===== src/mch_pkg.sv =====
// Purpose: constants shared by the motor command handler and its helpers
// Assumes: commands arrive as one-cycle strobes from an already decoded host port
// Notes: variable offsets are the byte offsets of the status variable space
// How it works
// - keep signed 16-bit previous-period duty cycle, range -600 to 600
// - previous duty is the one in use while raw current was sampled
// - consecutive chopping period count, 8 bits, saturates at 255
// - total chopping period count since last clear, 8 bits
// - set-target value means duty, speed or position per feedback mode
// - set-target value 0..4095; serial input mode copies it to input and target
// - set-target clears awaiting flag, restarts timeout, cancels both force modes
// - stop-motor sets awaiting flag and restarts the serial timeout
// - after stop, ramp duty to zero under decel limit unless hard stop
// - at zero duty after stop, brake or coast per configuration
// - forced duty target -600..600 replaces computed target until cancelled
// - forced-target command clears awaiting flag and restarts timeout
// - integral held at zero while forced target is in effect
// - forced target still gets error handling and all motor limits
// - forced target mode ends on set-target, force duty, stop or reinit
// - motor commands on all interfaces; eeprom, reinit, bootloader USB only
// - forced duty applies at once, max duty only, ignores input/feedback errors
// - on variable read with clear, copy data first then zero occurrence count
package mch_pkg;
   localparam logic [7:0] MCH_OFF_PREV_DUTY = 8'h31;
   localparam logic [7:0] MCH_OFF_CHOP_RUN = 8'h33;
   localparam logic [7:0] MCH_OFF_CHOP_TALLY = 8'h34;
   localparam logic signed [15:0] MCH_DUTY_MAX = 16'sh0258;
   localparam logic signed [15:0] MCH_DUTY_MIN = -16'sh0258;
   localparam logic [11:0] MCH_TARGET_MAX = 12'hFFF;
   localparam logic [7:0] MCH_COUNT_MAX = 8'hFF;
   localparam logic signed [15:0] MCH_DUTY_RST = 16'sh0000;
   localparam logic [15:0] MCH_TARGET_RST = 16'h0800;
   // serial timeout expressed in PID periods
   localparam logic [15:0] MCH_TIMEOUT_RST = 16'h0000;
   localparam logic [15:0] MCH_DECEL_STEP_RST = 16'h0000;
   // host interface codes
   localparam logic [1:0] MCH_IF_SERIAL = 2'h0;
   localparam logic [1:0] MCH_IF_I2C = 2'h1;
   localparam logic [1:0] MCH_IF_USB = 2'h2;
   // input mode code for serial control
   localparam logic [1:0] MCH_IN_SERIAL = 2'h0;
   typedef enum logic [1:0] {
      MCH_RUN_type_RUN,
      MCH_RUN_type_RAMP,
      MCH_RUN_type_HELD
   } mch_run_type;
endpackage : mch_pkg


===== src/mch_sat_count.sv =====
// Purpose: 8-bit saturating period counter
// Assumes: tick pulses once per pid period
// Notes: clear and count in one cycle: the clear wins, the counted period is lost
module mch_sat_count
   import mch_pkg::*;
(
   // clock and reset
   input wire logic ref_clk_i,
   input wire logic rst_n_i,
   // control
   input wire logic tick_i,
   input wire logic hit_i,
   input wire logic zero_on_miss_i,
   input wire logic clear_i,
   // count
   output logic [7:0] count_o
);
   logic [7:0] next_count;
   wire logic at_max = (count_o == MCH_COUNT_MAX);
   // saturate instead of wrapping so long runs stay visible
   always_comb begin
      next_count = count_o;
      if (clear_i) begin
         next_count = 8'h00;
      end else if (tick_i && hit_i && !at_max) begin
         next_count = count_o + 8'h01;
      end else if (tick_i && !hit_i && zero_on_miss_i) begin
         next_count = 8'h00;
      end
   end
   always_ff @(posedge ref_clk_i or negedge rst_n_i) begin
      if (!rst_n_i) count_o <= 8'h00;
      else count_o <= next_count;
   end
endmodule : mch_sat_count


===== src/mch_duty_limit.sv =====
// Purpose: clamp a signed duty request to a symmetric limit
// Assumes: limit is positive and no larger than full scale
// Notes: purely combinational
module mch_duty_limit
   import mch_pkg::*;
(
   // request and limit
   input wire logic signed [15:0] req_i,
   input wire logic signed [15:0] limit_i,
   // result
   output logic signed [15:0] duty_o
);
   wire logic signed [15:0] lim_pos = (limit_i > MCH_DUTY_MAX) ? MCH_DUTY_MAX : limit_i;
   wire logic signed [15:0] lim_neg = -lim_pos;
   assign duty_o = (req_i > lim_pos) ? lim_pos : ((req_i < lim_neg) ? lim_neg : req_i);
endmodule : mch_duty_limit


===== src/mch_motor_cmd.sv =====
// Purpose: motor command handling and per-period status variables
// Assumes: commands are one-cycle strobes decoded upstream, pid_tick marks period end
// Notes: the pid algorithm is outside; it supplies its computed duty target here
module mch_motor_cmd
   import mch_pkg::*;
(
   // clock and reset
   input wire logic ref_clk_i,
   input wire logic rst_n_i,
   // command strobes with their interface and arguments
   input wire logic [1:0] cmd_if_i,
   input wire logic cmd_set_target_i,
   input wire logic [15:0] cmd_target_i,
   input wire logic cmd_stop_i,
   input wire logic cmd_force_target_i,
   input wire logic cmd_force_duty_i,
   input wire logic signed [15:0] cmd_duty_i,
   input wire logic cmd_reinit_i,
   input wire logic cmd_eeprom_write_i,
   input wire logic cmd_bootloader_i,
   // variable read
   input wire logic var_read_i,
   input wire logic [7:0] var_offset_i,
   input wire logic var_clear_tally_i,
   // configuration
   input wire logic [1:0] input_mode_i,
   input wire logic awaiting_hard_stop_i,
   input wire logic brake_at_zero_i,
   input wire logic [15:0] decel_step_i,
   input wire logic signed [15:0] max_duty_i,
   input wire logic signed [15:0] limited_max_duty_i,
   input wire logic [15:0] timeout_periods_i,
   // pid side
   input wire logic pid_tick_i,
   input wire logic signed [15:0] pid_duty_target_i,
   input wire logic other_error_i,
   input wire logic input_fb_error_i,
   // current chopping level from the current sense hardware (asynchronous)
   input wire logic chop_active_i,
   // motor drive results
   output logic signed [15:0] duty_o,
   output logic signed [15:0] duty_target_o,
   output logic brake_o,
   output logic integral_zero_o,
   // status
   output logic awaiting_cmd_o,
   output logic timeout_error_o,
   output logic [15:0] input_var_o,
   output logic [15:0] target_var_o,
   output logic force_target_o,
   output logic force_duty_o,
   output logic eeprom_write_o,
   output logic bootloader_o,
   output logic reinit_o,
   output logic [15:0] read_data_o,
   output logic read_valid_o
);
   logic chop_meta;
   logic chop_sync;
   logic chop_seen;
   logic signed [15:0] prev_duty;
   logic signed [15:0] force_value;
   logic [15:0] timeout_cnt;
   logic [7:0] chop_run;
   logic [7:0] chop_tally;
   mch_run_type run_state;
   mch_run_type next_run_state;
   logic signed [15:0] next_duty;
   logic signed [15:0] normal_duty;
   logic signed [15:0] forced_duty;

   // usb-only commands are dropped when they arrive elsewhere
   wire logic from_usb = (cmd_if_i == MCH_IF_USB);
   wire logic reinit_ok = cmd_reinit_i && from_usb;
   wire logic eeprom_ok = cmd_eeprom_write_i && from_usb;
   wire logic boot_ok = cmd_bootloader_i && from_usb;
   wire logic target_ok = (cmd_target_i <= {4'h0, MCH_TARGET_MAX});
   wire logic set_ok = cmd_set_target_i && target_ok;
   wire logic duty_arg_ok = (cmd_duty_i >= MCH_DUTY_MIN) && (cmd_duty_i <= MCH_DUTY_MAX);
   wire logic ftgt_ok = cmd_force_target_i && duty_arg_ok;
   wire logic fduty_ok = cmd_force_duty_i && duty_arg_ok;
   // stop, reinit and set outrank either force
   wire logic force_end = set_ok || cmd_stop_i || reinit_ok;
   wire logic ftgt_take = ftgt_ok && !force_end;
   wire logic restart_timer = set_ok || cmd_stop_i || ftgt_ok || fduty_ok;
   wire logic timed_out = (timeout_periods_i != 16'h0000) && (timeout_cnt >= timeout_periods_i);
   // forced target still obeys errors; forced duty ignores input and feedback errors
   wire logic halted = awaiting_cmd_o || timeout_error_o || other_error_i
      || input_fb_error_i;
   wire logic halted_force = awaiting_cmd_o || timeout_error_o || other_error_i;
   wire logic signed [15:0] target_sel = force_target_o ? force_value : pid_duty_target_i;
   wire logic signed [15:0] mag = duty_o[15] ? -duty_o : duty_o;
   wire logic signed [15:0] step = $signed(decel_step_i);
   wire logic no_decel = (decel_step_i == 16'h0000) || awaiting_hard_stop_i;
   wire logic near_zero = no_decel || (mag <= step);
   wire logic signed [15:0] ramp_duty = near_zero ? 16'sh0000 :
      (duty_o[15] ? duty_o + step : duty_o - step);
   wire logic [7:0] next_read_byte_hi;
   wire logic read_prev = (var_offset_i == MCH_OFF_PREV_DUTY);
   wire logic read_run = (var_offset_i == MCH_OFF_CHOP_RUN);
   wire logic read_tally = (var_offset_i == MCH_OFF_CHOP_TALLY);
   // unimplemented offsets read as zero
   wire logic [15:0] read_mux = read_prev ? prev_duty :
      (read_run ? {8'h00, chop_run} : (read_tally ? {8'h00, chop_tally} : 16'h0000));
   assign next_read_byte_hi = read_mux[15:8];
   // the clear lands one cycle after the read data is captured
   logic clear_pending;

   // forced target gets all normal limits
   mch_duty_limit u_lim_norm (
      .req_i(target_sel),
      .limit_i(limited_max_duty_i),
      .duty_o(normal_duty)
   );
   // forced duty only respects the maximum duty cycle
   mch_duty_limit u_lim_force (
      .req_i(force_value),
      .limit_i(max_duty_i),
      .duty_o(forced_duty)
   );

   mch_sat_count u_run (
      .ref_clk_i(ref_clk_i),
      .rst_n_i(rst_n_i),
      .tick_i(pid_tick_i),
      .hit_i(chop_seen),
      .zero_on_miss_i(1'b1),
      .clear_i(1'b0),
      .count_o(chop_run)
   );
   mch_sat_count u_tally (
      .ref_clk_i(ref_clk_i),
      .rst_n_i(rst_n_i),
      .tick_i(pid_tick_i),
      .hit_i(chop_seen),
      .zero_on_miss_i(1'b0),
      .clear_i(clear_pending),
      .count_o(chop_tally)
   );

   // chopping is a pin level, so synchronise before use
   always_ff @(posedge ref_clk_i or negedge rst_n_i) begin
      if (!rst_n_i) begin
         chop_meta <= 1'b0;
         chop_sync <= 1'b0;
      end else begin
         chop_meta <= chop_active_i;
         chop_sync <= chop_meta;
      end
   end

   // remember any chopping within the period, reloaded from the synchronised level at the period end
   always_ff @(posedge ref_clk_i or negedge rst_n_i) begin
      if (!rst_n_i) chop_seen <= 1'b0;
      else if (pid_tick_i) chop_seen <= chop_sync;
      else if (chop_sync) chop_seen <= 1'b1;
   end

   // stop ramp: running, ramping down, held at zero
   always_comb begin
      next_run_state = run_state;
      unique case (run_state)
         MCH_RUN_type_RUN: if (halted && !force_duty_o) next_run_state = MCH_RUN_type_RAMP;
         MCH_RUN_type_RAMP: begin
            if (!halted || force_duty_o) next_run_state = MCH_RUN_type_RUN;
            else if (pid_tick_i && ramp_duty == 16'sh0000) next_run_state = MCH_RUN_type_HELD;
         end
         MCH_RUN_type_HELD: if (!halted || force_duty_o) next_run_state = MCH_RUN_type_RUN;
      endcase
   end

   // next duty: forced duty acts at once, the rest only at the period boundary
   always_comb begin
      next_duty = duty_o;
      if (force_duty_o) begin
         next_duty = halted_force ? 16'sh0000 : forced_duty;
      end else if (pid_tick_i) begin
         if (run_state == MCH_RUN_type_RUN && !halted) next_duty = normal_duty;
         else next_duty = ramp_duty;
      end
   end

   always_ff @(posedge ref_clk_i or negedge rst_n_i) begin
      if (!rst_n_i) run_state <= MCH_RUN_type_RUN;
      else run_state <= next_run_state;
   end

   // duty registers; previous duty latched before the new one is applied
   always_ff @(posedge ref_clk_i or negedge rst_n_i) begin
      if (!rst_n_i) begin
         duty_o <= MCH_DUTY_RST;
         prev_duty <= MCH_DUTY_RST;
      end else begin
         duty_o <= next_duty;
         if (pid_tick_i) prev_duty <= duty_o;
      end
   end

   // brake or coast once held at zero after a stop
   always_ff @(posedge ref_clk_i or negedge rst_n_i) begin
      if (!rst_n_i) brake_o <= 1'b0;
      else brake_o <= (next_run_state == MCH_RUN_type_HELD) && brake_at_zero_i;
   end

   // force modes; each command ends the other force mode
   always_ff @(posedge ref_clk_i or negedge rst_n_i) begin
      if (!rst_n_i) begin
         force_target_o <= 1'b0;
         force_duty_o <= 1'b0;
         force_value <= MCH_DUTY_RST;
      end else begin
         if (force_end) begin
            force_target_o <= 1'b0;
            force_duty_o <= 1'b0;
         end else if (ftgt_ok) begin
            force_target_o <= 1'b1;
            force_duty_o <= 1'b0;
            force_value <= cmd_duty_i;
         end else if (fduty_ok) begin
            force_duty_o <= 1'b1;
            force_target_o <= 1'b0;
            force_value <= cmd_duty_i;
         end
      end
   end

   // integral held at zero in either force mode
   always_ff @(posedge ref_clk_i or negedge rst_n_i) begin
      if (!rst_n_i) integral_zero_o <= 1'b0;
      else integral_zero_o <= (force_target_o || force_duty_o || ftgt_ok || fduty_ok)
         && !force_end;
   end

   // awaiting flag comes up set so the motor waits for a first command
   always_ff @(posedge ref_clk_i or negedge rst_n_i) begin
      if (!rst_n_i) awaiting_cmd_o <= 1'b1;
      else if (cmd_stop_i || reinit_ok) awaiting_cmd_o <= 1'b1;
      else if (set_ok || ftgt_ok || fduty_ok) awaiting_cmd_o <= 1'b0;
   end

   // serial timeout counts pid periods; any motor command restarts it
   always_ff @(posedge ref_clk_i or negedge rst_n_i) begin
      if (!rst_n_i) begin
         timeout_cnt <= MCH_TIMEOUT_RST;
         timeout_error_o <= 1'b0;
      end else if (restart_timer) begin
         timeout_cnt <= MCH_TIMEOUT_RST;
         timeout_error_o <= 1'b0;
      end else if (pid_tick_i) begin
         if (!timed_out) timeout_cnt <= timeout_cnt + 16'h0001;
         timeout_error_o <= timed_out;
      end
   end

   // serial input mode copies the target; its meaning depends on feedback mode
   always_ff @(posedge ref_clk_i or negedge rst_n_i) begin
      if (!rst_n_i) begin
         input_var_o <= MCH_TARGET_RST;
         target_var_o <= MCH_TARGET_RST;
      end else if (set_ok && input_mode_i == MCH_IN_SERIAL) begin
         input_var_o <= cmd_target_i;
         target_var_o <= cmd_target_i;
      end
   end

   // target drive value follows the selected source each period
   // a taken force target shows at once
   always_ff @(posedge ref_clk_i or negedge rst_n_i) begin
      if (!rst_n_i) begin
         duty_target_o <= MCH_DUTY_RST;
      end else if (ftgt_take) begin
         duty_target_o <= cmd_duty_i;
      end else if (pid_tick_i) begin
         duty_target_o <= target_sel;
      end
   end

   // usb-only command pulses
   always_ff @(posedge ref_clk_i or negedge rst_n_i) begin
      if (!rst_n_i) begin
         eeprom_write_o <= 1'b0;
         bootloader_o <= 1'b0;
         reinit_o <= 1'b0;
      end else begin
         eeprom_write_o <= eeprom_ok;
         bootloader_o <= boot_ok;
         reinit_o <= reinit_ok;
      end
   end

   // read data captured first; the tally clear follows a cycle later
   always_ff @(posedge ref_clk_i or negedge rst_n_i) begin
      if (!rst_n_i) begin
         read_data_o <= 16'h0000;
         read_valid_o <= 1'b0;
         clear_pending <= 1'b0;
      end else begin
         read_valid_o <= var_read_i;
         clear_pending <= var_read_i && var_clear_tally_i;
         if (var_read_i) read_data_o <= {next_read_byte_hi, read_mux[7:0]};
      end
   end
endmodule : mch_motor_cmd


===== config.mk =====
export PLATFORM = sky130hd
export DESIGN_NAME = mch_motor_cmd
export DESIGN_NICKNAME = d
export VERILOG_FILES = /design/src/mch_pkg.sv /design/src/mch_sat_count.sv /design/src/mch_duty_limit.sv /design/src/mch_motor_cmd.sv
export SDC_FILE = /design/constraint.sdc
export NUM_CORES = 1
export LEC_CHECK = 0
export BUFFER_PORTS_ARGS = -buffer_cell sky130_fd_sc_hd__buf_2
export CAP_MARGIN = 30
export CORE_MARGIN = 5
export CORE_UTILIZATION = 45
export CTS_CLUSTER_DIAMETER = 120
export CTS_CLUSTER_SIZE = 10
export DETAILED_ROUTE_END_ITERATION = 10
export PLACE_DENSITY = 0.75
export SLEW_MARGIN = 20
export SYNTH_ARGS = -nofsm -noshare
export SYNTH_HDL_FRONTEND = slang
export SYNTH_HIERARCHICAL = 1
export SYNTH_SLANG_ARGS = --single-unit

===== constraint.sdc =====
create_clock -name ref_clk_i -period 9.2 [get_ports ref_clk_i]
set_input_delay 1.84 -clock ref_clk_i [delete_from_list [all_inputs] [get_ports ref_clk_i]]
set_output_delay 1.84 -clock ref_clk_i [all_outputs]
set_load 0.01 [all_outputs]

==> flow_summary.ini <==
[run_status]
status = complete, no violations

[clock_network]
clk_latency_ns = 0.43
tritoncts = built
cts_resized = 0
clkTransAtPathRegs_ns = 0.07
cts_max_path_buffers = 2
root_buffer = clkbuf_16
cts.sinks = 144
cts_buffers = 17
htree_levels = 4
cts_hold_buf = 0
postCtsSetupRepairBufs = 0

[synth]
ys.flop_type = dfrtp_1
yosysWarningCount = 6
synth_top_family_by_area = simple AND/OR/NAND/NOR gates
synth_compound_area_share_pct = 19.9
synth_edf_count = 0
syn_avg_cell_area_sq_um = 8.68
async_flop_share_pct = 100
synthMuxAreaShare_pct = 9.38
synthXorXnorAreaFrac_pct = 4.89
ys_types = 92
synth_cells = 1487
seq_area_frac_synth_pct = 27.9
yosys_register_bits = 144
synth_simple_gate_area_share_pct = 20.1
synthesis.area_sq_um = 12900
yosys.area_share.adder_pct = 11.7

[finish]
drive_gt1_share_pct = 23.5
final_common_cell = buf_2
area_growth_pct = 15.5
finalNetCount = 1935
nFillCells = 2735
final_cell_mix = 229 x buf_2, 142 x dfrtp_1, 135 x nand2_1, 119 x ha_1, 116 x nor2_1

[timing]
setup_viol = 0
slew_headroom_pct = 32.7
final-hold-violation-count = 0
finClkSkew_ns = 0.0207
fin_setup_tns_ns = 0
worst_pin_slew_ns = 1.01
hold_ws_ns = 0.365
fin_crit_ns = 6.51
timing.final.crit_share_pct = 70.7
maxSlewViolCount = 0
rsz0062_at_grt = false
fmax_mhz = 154

[worst_hold_path]
min_path_cells = 0
holdCritPathClass = reg2reg

[detailed_routing]
routedWlPerCell_um = 19.4
ant_nets = 0
drc_errors = 0
drt-initial-drc-count = 1326
via_count = 12200
first_pass_iters = 5
wl_mm = 40.2
routed_via_density = 5.89

[floorplan]
start_util_pct = 45.2
die_h_um = 179
fp-row-count = 62
fp.coreArea_sq_um = 28500
dieArea_sq_um = 32200
num_io_pins = 231
fp.dieW_um = 179

[power_and_ir_drop]
power_density_nw_per_um2 = 197
leakage_uw = 0.00717
peakVddDrop_v = 0.000139

[critical_path]
end_kind = flop
cp.depth = 23
worst-path-max-fanout = 18
arrival_ns = 6.85
critical-path-top-delay-family = compound AO/OA/AOI/OAI gates
critPathBufInv = 2
critPathMaxStageDelay_ns = 0.65
path_class = in2reg
critPathLaunchType = input pin
cpMostUsedCell = nor2_1
path_cells = buf_2 > nand3_1 > o211ai_1 > a31oi_4 > nand2_1 > ha_1 > nor4b_2 > nand2_1 > nor2_1 > xnor2_1 > nor2_1 > ha_1 > o2111ai_1 > nor2_1 > o21ai_1 > a221oi_4 > buf_4 > o41ai_1 > a211oi_1 > a22oi_1 > a21oi_1 > a21oi_1 > nor2_1
cp_slowest_cell = a221oi_4
required_ns = 9.54
r2r_cells = 12

[global_routing]
grt_pass1_vias = 11700
antenna_found_initial = 2
grt_max_degree = 75
globalRouteOverflowTotal = 0
grt_pass1_wl_mm = 63.1
grt_usage_pct = 24.5

[placed_design]
numPortBuffers = 230
place_hpwl_mm = 31.3
place_congestion = 1.00

[run]
cap_violations = 0
==> flip-flops by register name, summed over array words and instances (netlist names), 2 cells and up <==
signal / cells
target_var_o: 16
force_value: 16
timeout_cnt: 16
duty_o: 16
u_tally/count_o: 8
run_state: 2
u_run/count_o: 8
prev_duty: 16
read_data_o: 16
duty_target_o: 16
==> per-stage QoR <==
stage / cell area [sq um] / util, % / std cells / power (uW) / setup slack [ns]
2_1_floorplan: 12900 / - / 1492 / 1790 / 3.45
3_3_place_gp: 14200 / 49.9 / 2035 / 2140 / 2.60
3_5_place_dp: 14300 / 50.0 / 2037 / 2180 / 2.44
4_1_cts: 14900 / 52.1 / 2069 / 2920 / 2.85
5_1_grt: 14900 / 52.2 / 2073 / 3120 / 2.31
6_report: 14900 / 52.2 / 2073 / 2930 / 2.69
==> kinds of logic (layout without fill, tap and decap cells) <==
family | after synthesis | in the layout
flip-flops | 144 | 144
XOR/XNOR | 72 | 72
AND/OR/NAND/NOR | 492 | 492
multiplexers | 113 | 113
other | 2 | 9
buffers and inverters | 180 | 375
adder cells (fa/ha/maj) | 120 | 120
AO/OA/AOI/OAI | 364 | 364
==> cell usage after synthesis, drive strengths merged, types with 8 or more instances <==
| cell type | n | area (sq um) |
|---|---|---|
| a22oi | 17 | 128 |
| nor2b | 11 | 68.8 |
| mux2i | 49 | 490 |
| a211oi | 25 | 198 |
| nand2 | 136 | 513 |
| mux2 | 64 | 721 |
| dfrtp | 142 | 3550 |
| or3 | 15 | 93.8 |
| nor2 | 119 | 459 |
| inv | 101 | 379 |
| a21oi | 87 | 447 |
| o31ai | 20 | 165 |
| clkbuf | 39 | 146 |
| and3 | 20 | 133 |
| buf | 40 | 254 |
| a31oi | 16 | 130 |
| ha | 119 | 1490 |
| o21a | 13 | 97.6 |
| nand4 | 22 | 138 |
| a21o | 23 | 173 |
| a211o | 10 | 87.6 |
| xor2 | 13 | 114 |
| o211ai | 9 | 67.6 |
| nor4 | 17 | 164 |
| xnor2 | 59 | 517 |
| nand2b | 10 | 62.6 |
| and2 | 15 | 100 |
| nor3 | 43 | 267 |
| o41ai | 8 | 70.1 |
| o22ai | 8 | 50.1 |
| or4 | 8 | 67.6 |
| nand3 | 43 | 215 |
| o21ai | 74 | 370 |
==> worst paths after layout <==
check,to,startpoint,slack [ns]
worst max-delay path,duty_o[7]$_DFFE_PN0P_,limited_max_duty_i[3],2.69
worst max register to register,duty_o[4]$_DFFE_PN0P_,force_target_o$_DFFE_PN0P_,4.80
max in group asynchronous,read_data_o[8]$_DFFE_PN0P_,rst_n_i,6.58
worst min-delay path,chop_sync$_DFF_PN0_,chop_meta$_DFF_PN0_,0.36
worst min register to register,chop_sync$_DFF_PN0_,chop_meta$_DFF_PN0_,0.36
min in group asynchronous,duty_target_o[6]$_DFFE_PN0P_,rst_n_i,1.41
==> where the power goes <==
group	internal, uW	switching [uW]
Clock	396	331
Combinational	572	765
Sequential	722	146
Total	1690	1240
==> metal layers <==
| layer | vias up | GRT usage (%) | wire length, um | share of wire [%] |
|---|---|---|---|---|
| met2 | 522 | 39.2 | 18800 | 47 |
| met3 | 71 | 3.76 | 3010 | 7.5 |
| met4 | 0 | 8.63 | 1230 | 3.1 |
| met5 | - | 0 | 0 | 0 |
| li1 | 5785 | - | - | - |
| met1 | 5836 | 34.0 | 17200 | 43 |
==> area by class of cell <==
type | instances | area, sq um | area share (%)
antenna | 2 | 5.00 | 0.0336
clock buffer | 18 | 439 | 2.95
clock inverter | 14 | 166 | 1.12
inverter | 101 | 379 | 2.54
multi-input combinational | 1168 | 8570 | 57.5
sequential | 144 | 3610 | 24.2
tap | 384 | 480 | 3.22
timing repair buffer | 242 | 1260 | 8.49
Note: power is estimated with default switching activity, not from simulation.
